$ cat src/shared/vecsel_pkg.sv
// Purpose: constants shared by the interrupt vector selector
// Assumes: byte addresses on a 32-bit AXI4-Lite bus, 16-bit registers in the low half
// Notes:   one place for every offset, field and vector constant
package vecsel_pkg;

	// ----------------------------------------------------------------
	// register map (byte addresses)
	// ----------------------------------------------------------------
	localparam int         ADDR_W       = 8;
	localparam logic [7:0] CTRL_OFS     = 8'h00;
	localparam logic [7:0] TRAP_OFS     = 8'h04;
	localparam logic [7:0] STAT_OFS     = 8'h08;
	localparam logic [7:0] EVT_STAT_OFS = 8'h0c;
	localparam logic [7:0] EVT_CLR_OFS  = 8'h10;
	localparam logic [7:0] EVT_EN_OFS   = 8'h14;
	localparam logic [7:0] FLAG_BASE    = 8'h20;
	localparam logic [7:0] ENAB_BASE    = 8'h40;
	localparam logic [7:0] PRIO_BASE    = 8'h60;

	// ----------------------------------------------------------------
	// fields
	// ----------------------------------------------------------------
	localparam int ALT_SEL_BIT    = 15;
	localparam int TRAP_LSB       = 1;
	localparam int TRAP_N         = 4;
	localparam int STAT_VEC_LSB   = 0;
	localparam int STAT_TRAP_BIT  = 7;
	localparam int STAT_LVL_LSB   = 8;
	localparam int EV_TAKEN       = 0;
	localparam int EV_TRAP        = 1;
	localparam int EV_W           = 2;
	localparam logic [15:0] PRIO_MASK = 16'h7777;
	localparam logic [1:0] RESP_OKAY   = 2'h0;
	localparam logic [1:0] RESP_SLVERR = 2'h2;

	// ----------------------------------------------------------------
	// vectors
	// ----------------------------------------------------------------
	localparam int NUM_VEC       = 80;
	localparam int WORD_W        = 16;
	localparam int NUM_WORDS     = 5;
	localparam int PRIO_W        = 3;
	localparam int PRIO_STRIDE   = 4;
	localparam int PRIO_PER_REG  = 4;
	localparam int NUM_PRIO_REGS = 20;
	localparam int VEC_W         = 7;
	localparam int LVL_W         = 4;
	localparam int VEC_SHIFT     = 1;
	localparam logic [23:0] RESET_ADDR     = 24'h000000;
	localparam logic [23:0] TRAP_BASE_ADDR = 24'h000004;
	localparam logic [23:0] USER_BASE_ADDR = 24'h000014;
	localparam logic [23:0] ALT_OFFSET     = 24'h000100;
	localparam logic [3:0]  TRAP_TOP_LEVEL = 4'hf;
	// vectors that own a request source; 62 is the clock alarm, 77 the highest
	localparam logic [NUM_VEC-1:0] IMPL_MASK = 80'h210e_4006_22e3_fe1f_3fef;

endpackage : vecsel_pkg

$ cat src/core/request_flag_bank.sv
// Purpose: one word of sticky request flags
// Assumes: set and write arrive on the same clock
// Notes:   hardware set beats a software clear in the same cycle
`timescale 1ns/1ps
module request_flag_bank #(
	parameter int             W    = 16,
	parameter logic [W-1:0]   IMPL = '1
) (
	input  wire logic         clk_i,
	input  wire logic         rst_n_i,
	input  wire logic [W-1:0] set_i,
	input  wire logic         wr_i,
	input  wire logic [W-1:0] wdata_i,
	output logic      [W-1:0] flags_o
);

	always_ff @(posedge clk_i or negedge rst_n_i)
	begin
		if (!rst_n_i)
			flags_o <= '0;
		else
			flags_o <= ((wr_i ? wdata_i : flags_o) | set_i) & IMPL;
	end
endmodule : request_flag_bank

$ cat src/core/priority_picker.sv
// Purpose: pick the winning pending source
// Assumes: levels are compared against the cpu level, zero never wins
// Notes:   purely combinational; clock only feeds the checks
`timescale 1ns/1ps
module priority_picker #(
	parameter int N  = 80,
	parameter int LW = 3,
	parameter int IW = 7
) (
	input  wire logic            clk_i,
	input  wire logic            rst_n_i,
	input  wire logic [N-1:0]    pend_i,
	input  wire logic [N*LW-1:0] level_flat_i,
	input  wire logic [LW:0]     thresh_i,
	output logic                 found_o,
	output logic      [IW-1:0]   vec_o,
	output logic      [LW-1:0]   level_o
);

	logic lower_tie;

	// strict compare keeps the lowest vector among equal levels
	always_comb
	begin
		found_o = 1'b0;
		vec_o   = '0;
		level_o = '0;
		for (int i = 0; i < N; i++)
		begin
			if (pend_i[i] && {1'b0, level_flat_i[i*LW +: LW]} > thresh_i
			    && (!found_o || level_flat_i[i*LW +: LW] > level_o))
			begin
				found_o = 1'b1;
				vec_o   = IW'(i);
				level_o = level_flat_i[i*LW +: LW];
			end
		end
	end

	always_comb
	begin
		lower_tie = 1'b0;
		for (int i = 0; i < N; i++)
			if (found_o && i < int'(vec_o) && pend_i[i] && level_flat_i[i*LW +: LW] == level_o)
				lower_tie = 1'b1;
	end
endmodule : priority_picker

$ cat src/core/interrupt_vector_selector.sv
// Purpose: vector selection and request flags of the interrupt controller
// Assumes: request sources and cpu signals run on MCLK_I; bus is AXI4-Lite
// Notes:   one offer to the cpu at a time, held until acknowledged
// Contract
// - alternate select set makes every trap and interrupt vector come from the alternate table
// - alternate table has the same slot layout as the primary table
// - alternate table follows the primary one; trap 0 at 000004h or 000104h
// - reset fetches no vector and is no exception
// - reset clears registers, forces the program counter to zero, start at 000000h
// - eight trap vectors from 000004h, two apart; traps 1 to 4 are real
// - user vector 0 is external interrupt 0 at 000014h or 000114h
// - flag and enable of vector n live in word n/16, bit n mod 16
// - three-bit priority of n in register n/4 at bit 4 times n mod 4
// - highest user vector is 77; unlisted vectors have no source
// - clock alarm is vector 62, flag word 3 bit 14, priority 15 bits 10:8
// - flags set by sources stay until software clears; enables gate them
// - taken request latches vector number and new level into the status latch
// - equal priority favours the lower vector
`timescale 1ns/1ps
module interrupt_vector_selector
	import vecsel_pkg::*;
(
	input  wire logic                           MCLK_I,
	input  wire logic                           ARST_N_I,
	input  wire logic [vecsel_pkg::ADDR_W-1:0]  S_AXI_AWADDR_I,
	input  wire logic                           S_AXI_AWVALID_I,
	output logic                                S_AXI_AWREADY_O,
	input  wire logic [31:0]                    S_AXI_WDATA_I,
	input  wire logic [3:0]                     S_AXI_WSTRB_I,
	input  wire logic                           S_AXI_WVALID_I,
	output logic                                S_AXI_WREADY_O,
	output logic      [1:0]                     S_AXI_BRESP_O,
	output logic                                S_AXI_BVALID_O,
	input  wire logic                           S_AXI_BREADY_I,
	input  wire logic [vecsel_pkg::ADDR_W-1:0]  S_AXI_ARADDR_I,
	input  wire logic                           S_AXI_ARVALID_I,
	output logic                                S_AXI_ARREADY_O,
	output logic      [31:0]                    S_AXI_RDATA_O,
	output logic      [1:0]                     S_AXI_RRESP_O,
	output logic                                S_AXI_RVALID_O,
	input  wire logic                           S_AXI_RREADY_I,
	input  wire logic [vecsel_pkg::NUM_VEC-1:0] SRC_REQ_I,
	input  wire logic [vecsel_pkg::TRAP_N-1:0]  TRAP_I,
	input  wire logic [vecsel_pkg::LVL_W-1:0]   CPU_IPL_I,
	input  wire logic                           CPU_ACK_I,
	output logic                                CPU_REQ_O,
	output logic                                CPU_TRAP_O,
	output logic      [vecsel_pkg::VEC_W-1:0]   CPU_VEC_NUM_O,
	output logic      [vecsel_pkg::LVL_W-1:0]   CPU_LEVEL_O,
	output logic      [23:0]                    CPU_VEC_ADDR_O,
	output logic                                CPU_PC_FORCE_O,
	output logic                                IRQ_O
);
	import vecsel_pkg::*;

	typedef enum logic {ST_IDLE, ST_OFFER} state_e;

	// ----------------------------------------------------------------
	// declarations
	// ----------------------------------------------------------------
	logic                     aw_held, w_held, do_write;
	logic                     next_aw_held, next_w_held;
	logic [ADDR_W-1:0]        aw_addr;
	logic [31:0]              w_data;
	logic [3:0]               w_strb;
	logic [15:0]              wmask;
	logic                     wr_ctrl, wr_trap, wr_evclr, wr_even, wr_hit;
	logic [NUM_WORDS-1:0]     wr_flag, wr_enab;
	logic [NUM_PRIO_REGS-1:0] wr_prio;
	logic [31:0]              rd_data;
	logic                     rd_hit;
	logic                     alt_sel;
	logic [TRAP_N-1:0]        trap_flags;
	logic [NUM_VEC-1:0]       flags, enables, pend;
	logic [WORD_W-1:0]        enab_reg [NUM_WORDS];
	logic [15:0]              prio_reg [NUM_PRIO_REGS];
	logic [NUM_VEC*PRIO_W-1:0] prio_flat;
	logic                     user_found, trap_found;
	logic [VEC_W-1:0]         user_vec, trap_num;
	logic [PRIO_W-1:0]        user_lvl, pick_prio;
	logic [LVL_W-1:0]         trap_lvl;
	logic [VEC_W-1:0]         status_vec;
	logic                     status_trap;
	logic [LVL_W-1:0]         status_lvl;
	logic [EV_W-1:0]          ev_status, ev_en, ev_set;
	state_e                   state;
	logic [15:0]              m_ctrl, m_trap, m_evclr, m_even;
	logic [WORD_W-1:0]        flag_wdata [NUM_WORDS];

	function automatic logic [15:0] merge16(input logic [15:0] old);
		merge16 = (old & ~wmask) | (w_data[15:0] & wmask);
	endfunction : merge16

	function automatic logic [23:0] vec_addr(input logic trap, input logic [VEC_W-1:0] num,
	                                         input logic alt);
		logic [23:0] a;
		a = (trap ? TRAP_BASE_ADDR : USER_BASE_ADDR) + (24'(num) << VEC_SHIFT);
		vec_addr = alt ? a + ALT_OFFSET : a;
	endfunction : vec_addr

	// merged words sit in always_comb so a new strobe or data word is seen
	always_comb
	begin
		m_ctrl  = merge16({alt_sel, 15'h0000});
		m_trap  = merge16(16'(trap_flags) << TRAP_LSB);
		m_evclr = merge16(16'h0000);
		m_even  = merge16(16'(ev_en));
		for (int k = 0; k < NUM_WORDS; k++)
			flag_wdata[k] = merge16(flags[k*WORD_W +: WORD_W]);
	end

	// ----------------------------------------------------------------
	// axi4-lite write channels
	// ----------------------------------------------------------------
	assign do_write     = aw_held & w_held & ~S_AXI_BVALID_O;
	assign next_aw_held = (aw_held | (S_AXI_AWVALID_I & S_AXI_AWREADY_O)) & ~do_write;
	assign next_w_held  = (w_held | (S_AXI_WVALID_I & S_AXI_WREADY_O)) & ~do_write;
	assign wmask        = {{8{w_strb[1]}}, {8{w_strb[0]}}};

	always_ff @(posedge MCLK_I or negedge ARST_N_I)
	begin
		if (!ARST_N_I)
		begin
			aw_held         <= 1'b0;
			aw_addr         <= '0;
			S_AXI_AWREADY_O <= 1'b1;
		end
		else
		begin
			aw_held         <= next_aw_held;
			S_AXI_AWREADY_O <= ~next_aw_held;
			if (S_AXI_AWVALID_I && S_AXI_AWREADY_O)
				aw_addr <= S_AXI_AWADDR_I;
		end
	end

	always_ff @(posedge MCLK_I or negedge ARST_N_I)
	begin
		if (!ARST_N_I)
		begin
			w_held         <= 1'b0;
			w_data         <= '0;
			w_strb         <= '0;
			S_AXI_WREADY_O <= 1'b1;
		end
		else
		begin
			w_held         <= next_w_held;
			S_AXI_WREADY_O <= ~next_w_held;
			if (S_AXI_WVALID_I && S_AXI_WREADY_O)
			begin
				w_data <= S_AXI_WDATA_I;
				w_strb <= S_AXI_WSTRB_I;
			end
		end
	end

	always_comb
	begin
		wr_ctrl  = 1'b0;
		wr_trap  = 1'b0;
		wr_evclr = 1'b0;
		wr_even  = 1'b0;
		wr_flag  = '0;
		wr_enab  = '0;
		wr_prio  = '0;
		wr_hit   = (aw_addr == STAT_OFS) || (aw_addr == EVT_STAT_OFS);
		wr_ctrl  = do_write && aw_addr == CTRL_OFS;
		wr_trap  = do_write && aw_addr == TRAP_OFS;
		wr_evclr = do_write && aw_addr == EVT_CLR_OFS;
		wr_even  = do_write && aw_addr == EVT_EN_OFS;
		wr_hit   = wr_hit || aw_addr == CTRL_OFS || aw_addr == TRAP_OFS
		           || aw_addr == EVT_CLR_OFS || aw_addr == EVT_EN_OFS;
		for (int k = 0; k < NUM_WORDS; k++)
		begin
			wr_flag[k] = do_write && aw_addr == FLAG_BASE + 8'(k << 2);
			wr_enab[k] = do_write && aw_addr == ENAB_BASE + 8'(k << 2);
			wr_hit     = wr_hit || aw_addr == FLAG_BASE + 8'(k << 2) || aw_addr == ENAB_BASE + 8'(k << 2);
		end
		for (int k = 0; k < NUM_PRIO_REGS; k++)
		begin
			wr_prio[k] = do_write && aw_addr == PRIO_BASE + 8'(k << 2);
			wr_hit     = wr_hit || aw_addr == PRIO_BASE + 8'(k << 2);
		end
	end

	always_ff @(posedge MCLK_I or negedge ARST_N_I)
	begin
		if (!ARST_N_I)
		begin
			S_AXI_BVALID_O <= 1'b0;
			S_AXI_BRESP_O  <= RESP_OKAY;
		end
		else if (do_write)
		begin
			S_AXI_BVALID_O <= 1'b1;
			S_AXI_BRESP_O  <= wr_hit ? RESP_OKAY : RESP_SLVERR;
		end
		else if (S_AXI_BREADY_I)
			S_AXI_BVALID_O <= 1'b0;
	end

	// ----------------------------------------------------------------
	// axi4-lite read channels
	// ----------------------------------------------------------------
	always_comb
	begin
		rd_data = '0;
		rd_hit  = 1'b1;
		case (S_AXI_ARADDR_I)
			CTRL_OFS     : rd_data[ALT_SEL_BIT] = alt_sel;
			TRAP_OFS     : rd_data[TRAP_LSB +: TRAP_N] = trap_flags;
			STAT_OFS     :
			begin
				rd_data[STAT_VEC_LSB +: VEC_W] = status_vec;
				rd_data[STAT_TRAP_BIT]         = status_trap;
				rd_data[STAT_LVL_LSB +: LVL_W] = status_lvl;
			end
			EVT_STAT_OFS : rd_data[EV_W-1:0] = ev_status;
			EVT_EN_OFS   : rd_data[EV_W-1:0] = ev_en;
			EVT_CLR_OFS  : rd_data = '0;
			default      : rd_hit = 1'b0;
		endcase
		for (int k = 0; k < NUM_WORDS; k++)
		begin
			if (S_AXI_ARADDR_I == FLAG_BASE + 8'(k << 2))
			begin
				rd_data[15:0] = flags[k*WORD_W +: WORD_W];
				rd_hit        = 1'b1;
			end
			if (S_AXI_ARADDR_I == ENAB_BASE + 8'(k << 2))
			begin
				rd_data[15:0] = enab_reg[k];
				rd_hit        = 1'b1;
			end
		end
		for (int k = 0; k < NUM_PRIO_REGS; k++)
			if (S_AXI_ARADDR_I == PRIO_BASE + 8'(k << 2))
			begin
				rd_data[15:0] = prio_reg[k];
				rd_hit        = 1'b1;
			end
	end

	always_ff @(posedge MCLK_I or negedge ARST_N_I)
	begin
		if (!ARST_N_I)
		begin
			S_AXI_ARREADY_O <= 1'b1;
			S_AXI_RVALID_O  <= 1'b0;
			S_AXI_RDATA_O   <= '0;
			S_AXI_RRESP_O   <= RESP_OKAY;
		end
		else if (S_AXI_ARVALID_I && S_AXI_ARREADY_O)
		begin
			S_AXI_ARREADY_O <= 1'b0;
			S_AXI_RVALID_O  <= 1'b1;
			S_AXI_RDATA_O   <= rd_data;
			S_AXI_RRESP_O   <= rd_hit ? RESP_OKAY : RESP_SLVERR;
		end
		else if (S_AXI_RVALID_O && S_AXI_RREADY_I)
		begin
			S_AXI_ARREADY_O <= 1'b1;
			S_AXI_RVALID_O  <= 1'b0;
		end
	end

	// ----------------------------------------------------------------
	// control, trap, enable and priority registers
	// ----------------------------------------------------------------
	always_ff @(posedge MCLK_I or negedge ARST_N_I)
	begin
		if (!ARST_N_I)
		begin
			alt_sel    <= 1'b0;
			trap_flags <= '0;
		end
		else
		begin
			if (wr_ctrl)
				alt_sel <= m_ctrl[ALT_SEL_BIT];
			trap_flags <= (wr_trap ? m_trap[TRAP_LSB +: TRAP_N] : trap_flags) | TRAP_I;
		end
	end

	always_ff @(posedge MCLK_I or negedge ARST_N_I)
	begin
		if (!ARST_N_I)
		begin
			for (int k = 0; k < NUM_WORDS; k++)
				enab_reg[k] <= '0;
			for (int k = 0; k < NUM_PRIO_REGS; k++)
				prio_reg[k] <= '0;
		end
		else
		begin
			for (int k = 0; k < NUM_WORDS; k++)
				if (wr_enab[k])
					enab_reg[k] <= merge16(enab_reg[k]) & IMPL_MASK[k*WORD_W +: WORD_W];
			for (int k = 0; k < NUM_PRIO_REGS; k++)
				if (wr_prio[k])
					prio_reg[k] <= merge16(prio_reg[k]) & PRIO_MASK;
		end
	end

	// ----------------------------------------------------------------
	// flags, priorities, arbitration
	// ----------------------------------------------------------------
	for (genvar g = 0; g < NUM_WORDS; g++)
	begin : g_word
		request_flag_bank #(
			.W    (WORD_W),
			.IMPL (IMPL_MASK[g*WORD_W +: WORD_W])
		) u_bank (
			.clk_i   (MCLK_I),
			.rst_n_i (ARST_N_I),
			.set_i   (SRC_REQ_I[g*WORD_W +: WORD_W]),
			.wr_i    (wr_flag[g]),
			.wdata_i (flag_wdata[g]),
			.flags_o (flags[g*WORD_W +: WORD_W])
		);
		assign enables[g*WORD_W +: WORD_W] = enab_reg[g];
	end

	for (genvar n = 0; n < NUM_VEC; n++)
	begin : g_prio
		assign prio_flat[n*PRIO_W +: PRIO_W] =
			prio_reg[n / PRIO_PER_REG][(n % PRIO_PER_REG) * PRIO_STRIDE +: PRIO_W];
	end

	assign pend      = flags & enables & IMPL_MASK;
	assign pick_prio = prio_flat[int'(user_vec) * PRIO_W +: PRIO_W];

	priority_picker #(
		.N  (NUM_VEC),
		.LW (PRIO_W),
		.IW (VEC_W)
	) u_pick (
		.clk_i        (MCLK_I),
		.rst_n_i      (ARST_N_I),
		.pend_i       (pend),
		.level_flat_i (prio_flat),
		.thresh_i     (CPU_IPL_I),
		.found_o      (user_found),
		.vec_o        (user_vec),
		.level_o      (user_lvl)
	);

	// traps outrank users; the lowest trap number wins
	always_comb
	begin
		trap_found = 1'b0;
		trap_num   = '0;
		trap_lvl   = '0;
		for (int i = TRAP_N - 1; i >= 0; i--)
			if (trap_flags[i] && TRAP_TOP_LEVEL - 4'(i) > CPU_IPL_I)
			begin
				trap_found = 1'b1;
				trap_num   = VEC_W'(i + TRAP_LSB);
				trap_lvl   = TRAP_TOP_LEVEL - 4'(i);
			end
	end

	// ----------------------------------------------------------------
	// offer to the cpu
	// ----------------------------------------------------------------
	always_ff @(posedge MCLK_I or negedge ARST_N_I)
	begin
		if (!ARST_N_I)
		begin
			state          <= ST_IDLE;
			CPU_REQ_O      <= 1'b0;
			CPU_TRAP_O     <= 1'b0;
			CPU_VEC_NUM_O  <= '0;
			CPU_LEVEL_O    <= '0;
			CPU_VEC_ADDR_O <= RESET_ADDR;
			CPU_PC_FORCE_O <= 1'b1;
		end
		else
		begin
			CPU_PC_FORCE_O <= 1'b0;
			case (state)
				ST_IDLE :
					if (!CPU_PC_FORCE_O && (trap_found || user_found))
					begin
						state          <= ST_OFFER;
						CPU_REQ_O      <= 1'b1;
						CPU_TRAP_O     <= trap_found;
						CPU_VEC_NUM_O  <= trap_found ? trap_num : user_vec;
						CPU_LEVEL_O    <= trap_found ? trap_lvl : {1'b0, user_lvl};
						CPU_VEC_ADDR_O <= vec_addr(trap_found, trap_found ? trap_num : user_vec, alt_sel);
					end
				ST_OFFER :
					if (CPU_ACK_I)
					begin
						state     <= ST_IDLE;
						CPU_REQ_O <= 1'b0;
					end
				default :
				begin
					state     <= ST_IDLE;
					CPU_REQ_O <= 1'b0;
				end
			endcase
		end
	end

	always_ff @(posedge MCLK_I or negedge ARST_N_I)
	begin
		if (!ARST_N_I)
		begin
			status_vec  <= '0;
			status_trap <= 1'b0;
			status_lvl  <= '0;
		end
		else if (CPU_REQ_O && CPU_ACK_I)
		begin
			status_vec  <= CPU_VEC_NUM_O;
			status_trap <= CPU_TRAP_O;
			status_lvl  <= CPU_LEVEL_O;
		end
	end

	// ----------------------------------------------------------------
	// event status and interrupt line
	// ----------------------------------------------------------------
	assign ev_set = {|TRAP_I, CPU_REQ_O & CPU_ACK_I};

	always_ff @(posedge MCLK_I or negedge ARST_N_I)
	begin
		if (!ARST_N_I)
		begin
			ev_status <= '0;
			ev_en     <= '0;
			IRQ_O     <= 1'b0;
		end
		else
		begin
			// a new event outlives a clear in the same cycle
			ev_status <= (ev_status & ~(wr_evclr ? m_evclr[EV_W-1:0] : '0)) | ev_set;
			if (wr_even)
				ev_en <= m_even[EV_W-1:0];
			IRQ_O <= |(ev_status & ev_en);
		end
	end
endmodule : interrupt_vector_selector

$ cat config.mk
export PLATFORM = sky130hd
export DESIGN_NAME = interrupt_vector_selector
export DESIGN_NICKNAME = d
export VERILOG_FILES = /design/src/shared/vecsel_pkg.sv /design/src/core/request_flag_bank.sv /design/src/core/priority_picker.sv /design/src/core/interrupt_vector_selector.sv
export SDC_FILE = /design/constraint.sdc
export NUM_CORES = 1
export LEC_CHECK = 0
export ABC_AREA = 1
export BUFFER_PORTS_ARGS = -buffer_cell sky130_fd_sc_hd__buf_2
export CAP_MARGIN = 0
export CORE_UTILIZATION = 45
export CTS_BUF_LIST = sky130_fd_sc_hd__clkbuf_16
export DETAILED_ROUTE_END_ITERATION = 8
export SYNTH_ARGS = -nofsm -noshare
export SYNTH_HDL_FRONTEND = slang
export SYNTH_SLANG_ARGS = --single-unit
$ cat constraint.sdc
create_clock -name MCLK_I -period 60.8 [get_ports MCLK_I]
set_input_delay 9.12 -clock MCLK_I [delete_from_list [all_inputs] [get_ports MCLK_I]]
set_output_delay 9.12 -clock MCLK_I [all_outputs]
set_load 0.02 [all_outputs]
==> results of run 1 <==
## cell type report
class                           instances  area (sq um)  share of cell area
Inverter                              409          1540              0.0522
Multi-Input combinational cell       2577         14200               0.480
Clock inverter                         37           248             0.00839
Timing Repair Buffer                  179          1020              0.0345
Sequential cell                       416         10400               0.353
Clock buffer                           47          1180              0.0398
Tap cell                              765           957              0.0324
Antenna cell                            1          2.50           0.0000848
## cells in the mapped netlist, types with 8 or more instances
library cell	count	area, sq um
o21ai_0	511	2560
o21ai_1	8	40.0
o211ai_1	13	97.6
nand2_1	792	2970
nand3_2	34	340
a221oi_1	22	193
a21oi_1	176	881
nand2_4	21	236
a311oi_1	17	149
nor2_1	275	1030
o221ai_1	8	70.1
dfrtp_1	412	10300
nand4_1	38	238
nand3_1	151	756
or2_2	8	50.1
ha_1	209	2620
inv_1	393	1480
nand2_2	73	457
clkbuf_1	85	319
nor3_1	36	180
clkinv_1	12	45.0
o2111ai_1	13	114
buf_4	34	255
o22ai_1	40	250
a211oi_1	26	195
## path summary, 6_finish.rpt
kind / start / to / slack [ns] / cells past startpoint
max in group asynchronous: ARST_N_I / async pin / 49.21 / 4
max: CPU_IPL_I[2] / CPU_VEC_ADDR_O[4] / 5.94 / 360
max reg2reg: register / CPU_VEC_ADDR_O[4] / 14.42 / 358
min in group asynchronous: ARST_N_I / async pin / 8.48 / 1
min: register / register / 0.47 / 2
min reg2reg: register / register / 0.47 / 2
## layer usage
layer | wire (um) | global-route usage | part of all wire | vias up
met3 | 9910 | 0.0772 | 0.099 | 162
met2 | 42800 | 0.501 | 0.43 | 1156
met1 | 43700 | 0.474 | 0.44 | 11995
li1 | - | - | - | 11991
met4 | 3410 | 0.110 | 0.034 | 0
met5 | 0 | 0 | 0 | -
## tightest hold or removal path, delay by kind of cell, from the launching register on
kind                   cells  cell delay [ns]
DFF                        1             0.34
AOI/OAI and AO/OA          1             0.06
buffers and inverters      1             0.04
## cells by family (layout without fill, tap and decap cells)
logic type                 count (synthesis)  count (layout)  synth area share
DFF                                      416             416             0.392
and+or+nand+nor                         1451            1451             0.242
adders and majority gates                209             209            0.0984
AOI/OAI and AO/OA                        876             876             0.184
buffers and inverters                    532             672            0.0805
muxes                                      5               5           0.00212
xor gates and xnor gates                   1               1          0.000330
other                                      1              36          0.000141
## through the flow
step           std cells  power [W]
2_1_floorplan       3525   0.000486
5_1_grt             4430   0.000924
4_1_cts             4430   0.000879
3_3_place_gp        4346   0.000605
6_report            4431   0.000887
3_5_place_dp        4346   0.000608
## power by group
group          leakage, nW  switching (W)  internal, W  total [W]
Sequential            5.43      0.0000323     0.000309   0.000341
Clock                0.754       0.000121     0.000153   0.000273
Combinational         8.16       0.000203    0.0000687   0.000272
Total                 14.3       0.000356     0.000530   0.000887
==> metrics, run 1 <==
status finished, final reports clean; max-cap viol count 0; Critical Path Fanout Max 21; post-synthesis cell count 3491; Final Hold Vio Count 0; I/O pin total 228; Root Buffer clkbuf_16; Syn-to-layout area delta 11.1%; Slew headroom 0.177; first-pass GRT wire length 149000 um; setup bufs post-CTS 0; chip width 245 um; CTS Buffer Depth 3; DR WL/cell 22.5 um; Finished Core Util 0.509; hold buffers post-CTS 0; count of buffer and inverter cells on the critical path 47; ys flop type dfrtp_1; cts repair resizes 0; CP Launch Type primary input; placed cell area 28100 sq um; power density cells 30.0 nW/um^2; CTS clk-pin slew, worst paths 0.06 ns; DR vias 25304; Worst VDD drop 0.0265 mV; drc violations 0; gr ovfl total 0; Initial Utilization 0.458; Core Rows 88; latest clock arrival within the worst-skew pair 0.60 ns; most used cell, CP o21ai_0; die footprint 60000 sq um; Final HPWL DP 75200 um; Async SR Flop Fraction 1.00; Critical-path top delay cell ha_1; worst setup path class primary input to register; crit-path leading delay family compound AO/OA/AOI/OAI gates; clock skew 0.0223 ns; Period Utilization, post-route 0.902; most frequent cells in the layout 790 x nand2_1, 487 x o21ai_0, 412 x dfrtp_1; Routed WL 99900 um; Worst EP required 61.26 ns; fillers 5766; Layout Nets 3986; Die Y 245 um; Seq/Total Area, Yosys 0.392; final standard cell area without fillers 29500 sq um; Slew Limit Fails 0; H-tree lvl count 2; post-route worst setup slack 5.94 ns; endpoints failing setup 0; Clock Sinks 416; Synth Cell Area 26600 sq um; Avg Cell Area, Syn 7.61 sq um; Hold WC Path Type register to register; Fmax 0.0182 GHz; cts bufs inserted 46; TritonRoute pass-1 iters 9; Port Buf Inserts 136; DRT iter0 DRCs 2569; Unique masters post-synth 54; layout cells sized above 1 0.111; GRT Total Usage 0.334; Routed Antenna Nets 0; Core ar. 58000 sq um; #FFs+latches synth 416; EDFF count, synth 0; pre-CTS WS 4.30 ns; CP arrival 55.32 ns; Fin Hold WS 0.471 ns; GPL Wtd Cong 1.05; Vias/cell 5.71; measured slew at the worst slew-check pin 1.23 ns; YS warnings 0; type of element capturing the critical path register; commonest non-fill, non-tap cell in the layout nand2_1; Fin Setup TNS 0 ns; min cycle time layout 54.86 ns; Static Leak 14.3 nW; CTS tree yes; antenna violations before repair 3; Largest stage delay, worst path 0.34 ns; vias in the first global route 23076; largest net degree at the start of global routing 75; RSZ-0062 raised after global routing false
Note: power is estimated with default switching activity, not from simulation.
==> run 2: changes to the inputs <==
--- a/config.mk
+++ b/config.mk
@@ -8,6 +8,7 @@
 export ABC_AREA = 1
 export BUFFER_PORTS_ARGS = -buffer_cell sky130_fd_sc_hd__buf_2
 export CAP_MARGIN = 0
+export CORE_MARGIN = 2
 export CORE_UTILIZATION = 45
 export CTS_BUF_LIST = sky130_fd_sc_hd__clkbuf_16
 export DETAILED_ROUTE_END_ITERATION = 8
==> constraint.sdc (replaced) <==
create_clock -name MCLK_I -period 53.5 [get_ports MCLK_I]
set_input_delay 8.025 -clock MCLK_I [delete_from_list [all_inputs] [get_ports MCLK_I]]
set_output_delay 8.025 -clock MCLK_I [all_outputs]
set_load 0.02 [all_outputs]
==> run 2 against run 1 <==
  * Core utilization is 0.64 points higher
  * Largest cell class unchanged
  * Design area is 2.4% higher
  * Sequential cell count unchanged
  * Worst setup slack worse by 1.7 ns
  * Combinational power increased by 17%
  * Clock power up 15%
  * Clock skew shrank 0.0094 ns
  * First-iteration DRC count down 2.0%
==> metrics, run 2 (synthesis results as in run 1) <==
cts bufs inserted 46; Die Y 247 um; Finished Core Util 0.515; commonest non-fill, non-tap cell in the layout nand2_1; Fmax 0.0203 GHz; DRT iter0 DRCs 2517; sequential share of power 0.381; endpoints failing setup 0; Port Buf Inserts 136; die footprint 61000 sq um; status finished, final reports clean; most used cell, CP nand2_2; most frequent cells in the layout 767 x nand2_1, 412 x dfrtp_1, 409 x o21ai_0; CP Launch Type primary input; Root Buffer clkbuf_16; placed cell area 28300 sq um; CTS Buffer Depth 3; CP arrival 49.80 ns; Core ar. 58700 sq um; Core Rows 89; sw frac 0.400; min cycle time layout 49.28 ns; worst setup path class primary input to register; Layout Nets 4025; Psw 0.000408 W; GRT Total Usage 0.331; TritonRoute pass-1 iters 6; antenna violations before repair 4; Syn-to-layout area delta 13.8%; GPL Wtd Cong 1.03; Period Utilization, post-route 0.921; max-cap viol count 0; Worst VDD drop 0.0357 mV; Gate power share 0.313; Clock Sinks 416; Slew Limit Fails 0; Fin Setup TNS 0 ns; Worst EP required 54.02 ns; clock skew 0.0130 ns; Final Hold Vio Count 0; Fin Hold WS 0.479 ns; measured slew at the worst slew-check pin 1.22 ns; latest clock arrival within the worst-skew pair 0.59 ns; Slew headroom 0.184; Vias/cell 5.70; hold buffers post-CTS 0; Critical-path top delay cell ha_1; layout cells sized above 1 0.139; internal power 0.000613 W; I/O pin total 228; vias in the first global route 23323; first-pass GRT wire length 149000 um; largest net degree at the start of global routing 154; chip width 247 um; Final HPWL DP 75800 um; Largest stage delay, worst path 0.33 ns; Critical Path Fanout Max 8; final standard cell area without fillers 30200 sq um; Hold WC Path Type register to register; Initial Utilization 0.453; power density cells 33.8 nW/um^2; Routed WL 101000 um; CTS clk-pin slew, worst paths 0.06 ns; gr ovfl total 0; type of element capturing the critical path register; CTS tree yes; drc violations 0; Routed Antenna Nets 0; clock network power share 0.306; H-tree lvl count 2; DR WL/cell 22.5 um; DR vias 25499; Static Leak 14.5 nW
-- run 2: cell count changes in the layout (fill, tap and decap cells not counted), sizes merged --
cell / delta
inv: -4
clkinv: +1
clkbuf: +2
buf: +39
-- run 2: path summary, 6_finish.rpt --
check	startpoint	to	slack, ns	depth (start not counted)
max in group asynchronous	ARST_N_I	async pin	43.94	3
min in group asynchronous	ARST_N_I	async pin	7.39	1
setup / recovery	CPU_IPL_I[2]	CPU_VEC_ADDR_O[6]	4.22	370
hold / removal	register	register	0.48	2
setup reg to reg	register	CPU_VEC_ADDR_O[6]	11.36	369
hold reg to reg	register	register	0.48	2
-- run 2: cell type report --
class / instances / area, sq um
flip-flops and latches: 416 / 10400
clock inverters: 34 / 224
repair buffers: 218 / 1320
diodes: 1 / 2.50
inverters: 409 / 1540
well taps: 773 / 967
fillers: 5806 / 28500
multi-input cells: 2577 / 14500
clock buffers: 49 / 1230
-- run 2: critical path, delay by kind of cell --
kind / cells / cell delay (ns)
buf+inv: 50 / 3.08
simple gates: 184 / 15.93
fa+ha+maj: 40 / 11.59
compound gates: 96 / 11.11
-- run 2: timing repair --
item / 4_1_cts / 5_1_grt
resized for setup: 9 / 185
setup buffers: 0 / 14
pin swaps: 0 / 47
setup endpoints to repair: 9 / 16
-- run 2: routing by layer --
metal / wire [um] / GRT usage / vias to the layer above
met4: 4780 / 0.137 / 6
met3: 9560 / 0.0687 / 217
li1: - / - / 12088
met2: 43100 / 0.492 / 1123
met1: 43300 / 0.468 / 12065
met5: 31 / 0 / -
-- run 2: power groups by stage --
stage          clock network, W  logic (W)  registers (W)
2_1_floorplan                 0   0.000171       0.000381
5_1_grt                0.000327   0.000345       0.000391
3_3_place_gp                  0   0.000299       0.000391
3_5_place_dp                  0   0.000303       0.000391
6_report               0.000313   0.000319       0.000389
4_1_cts                0.000314   0.000304       0.000386
-- run 2: per-stage QoR --
stage | setup WS, ns | power, W | std cells
5_1_grt | -0.119 | 0.00106 | 4476
2_1_floorplan | 4.33 | 0.000552 | 3525
6_report | 4.22 | 0.00102 | 4477
3_5_place_dp | -0.751 | 0.000694 | 4379
4_1_cts | 0.000195 | 0.00100 | 4462
3_3_place_gp | -0.315 | 0.000689 | 4379
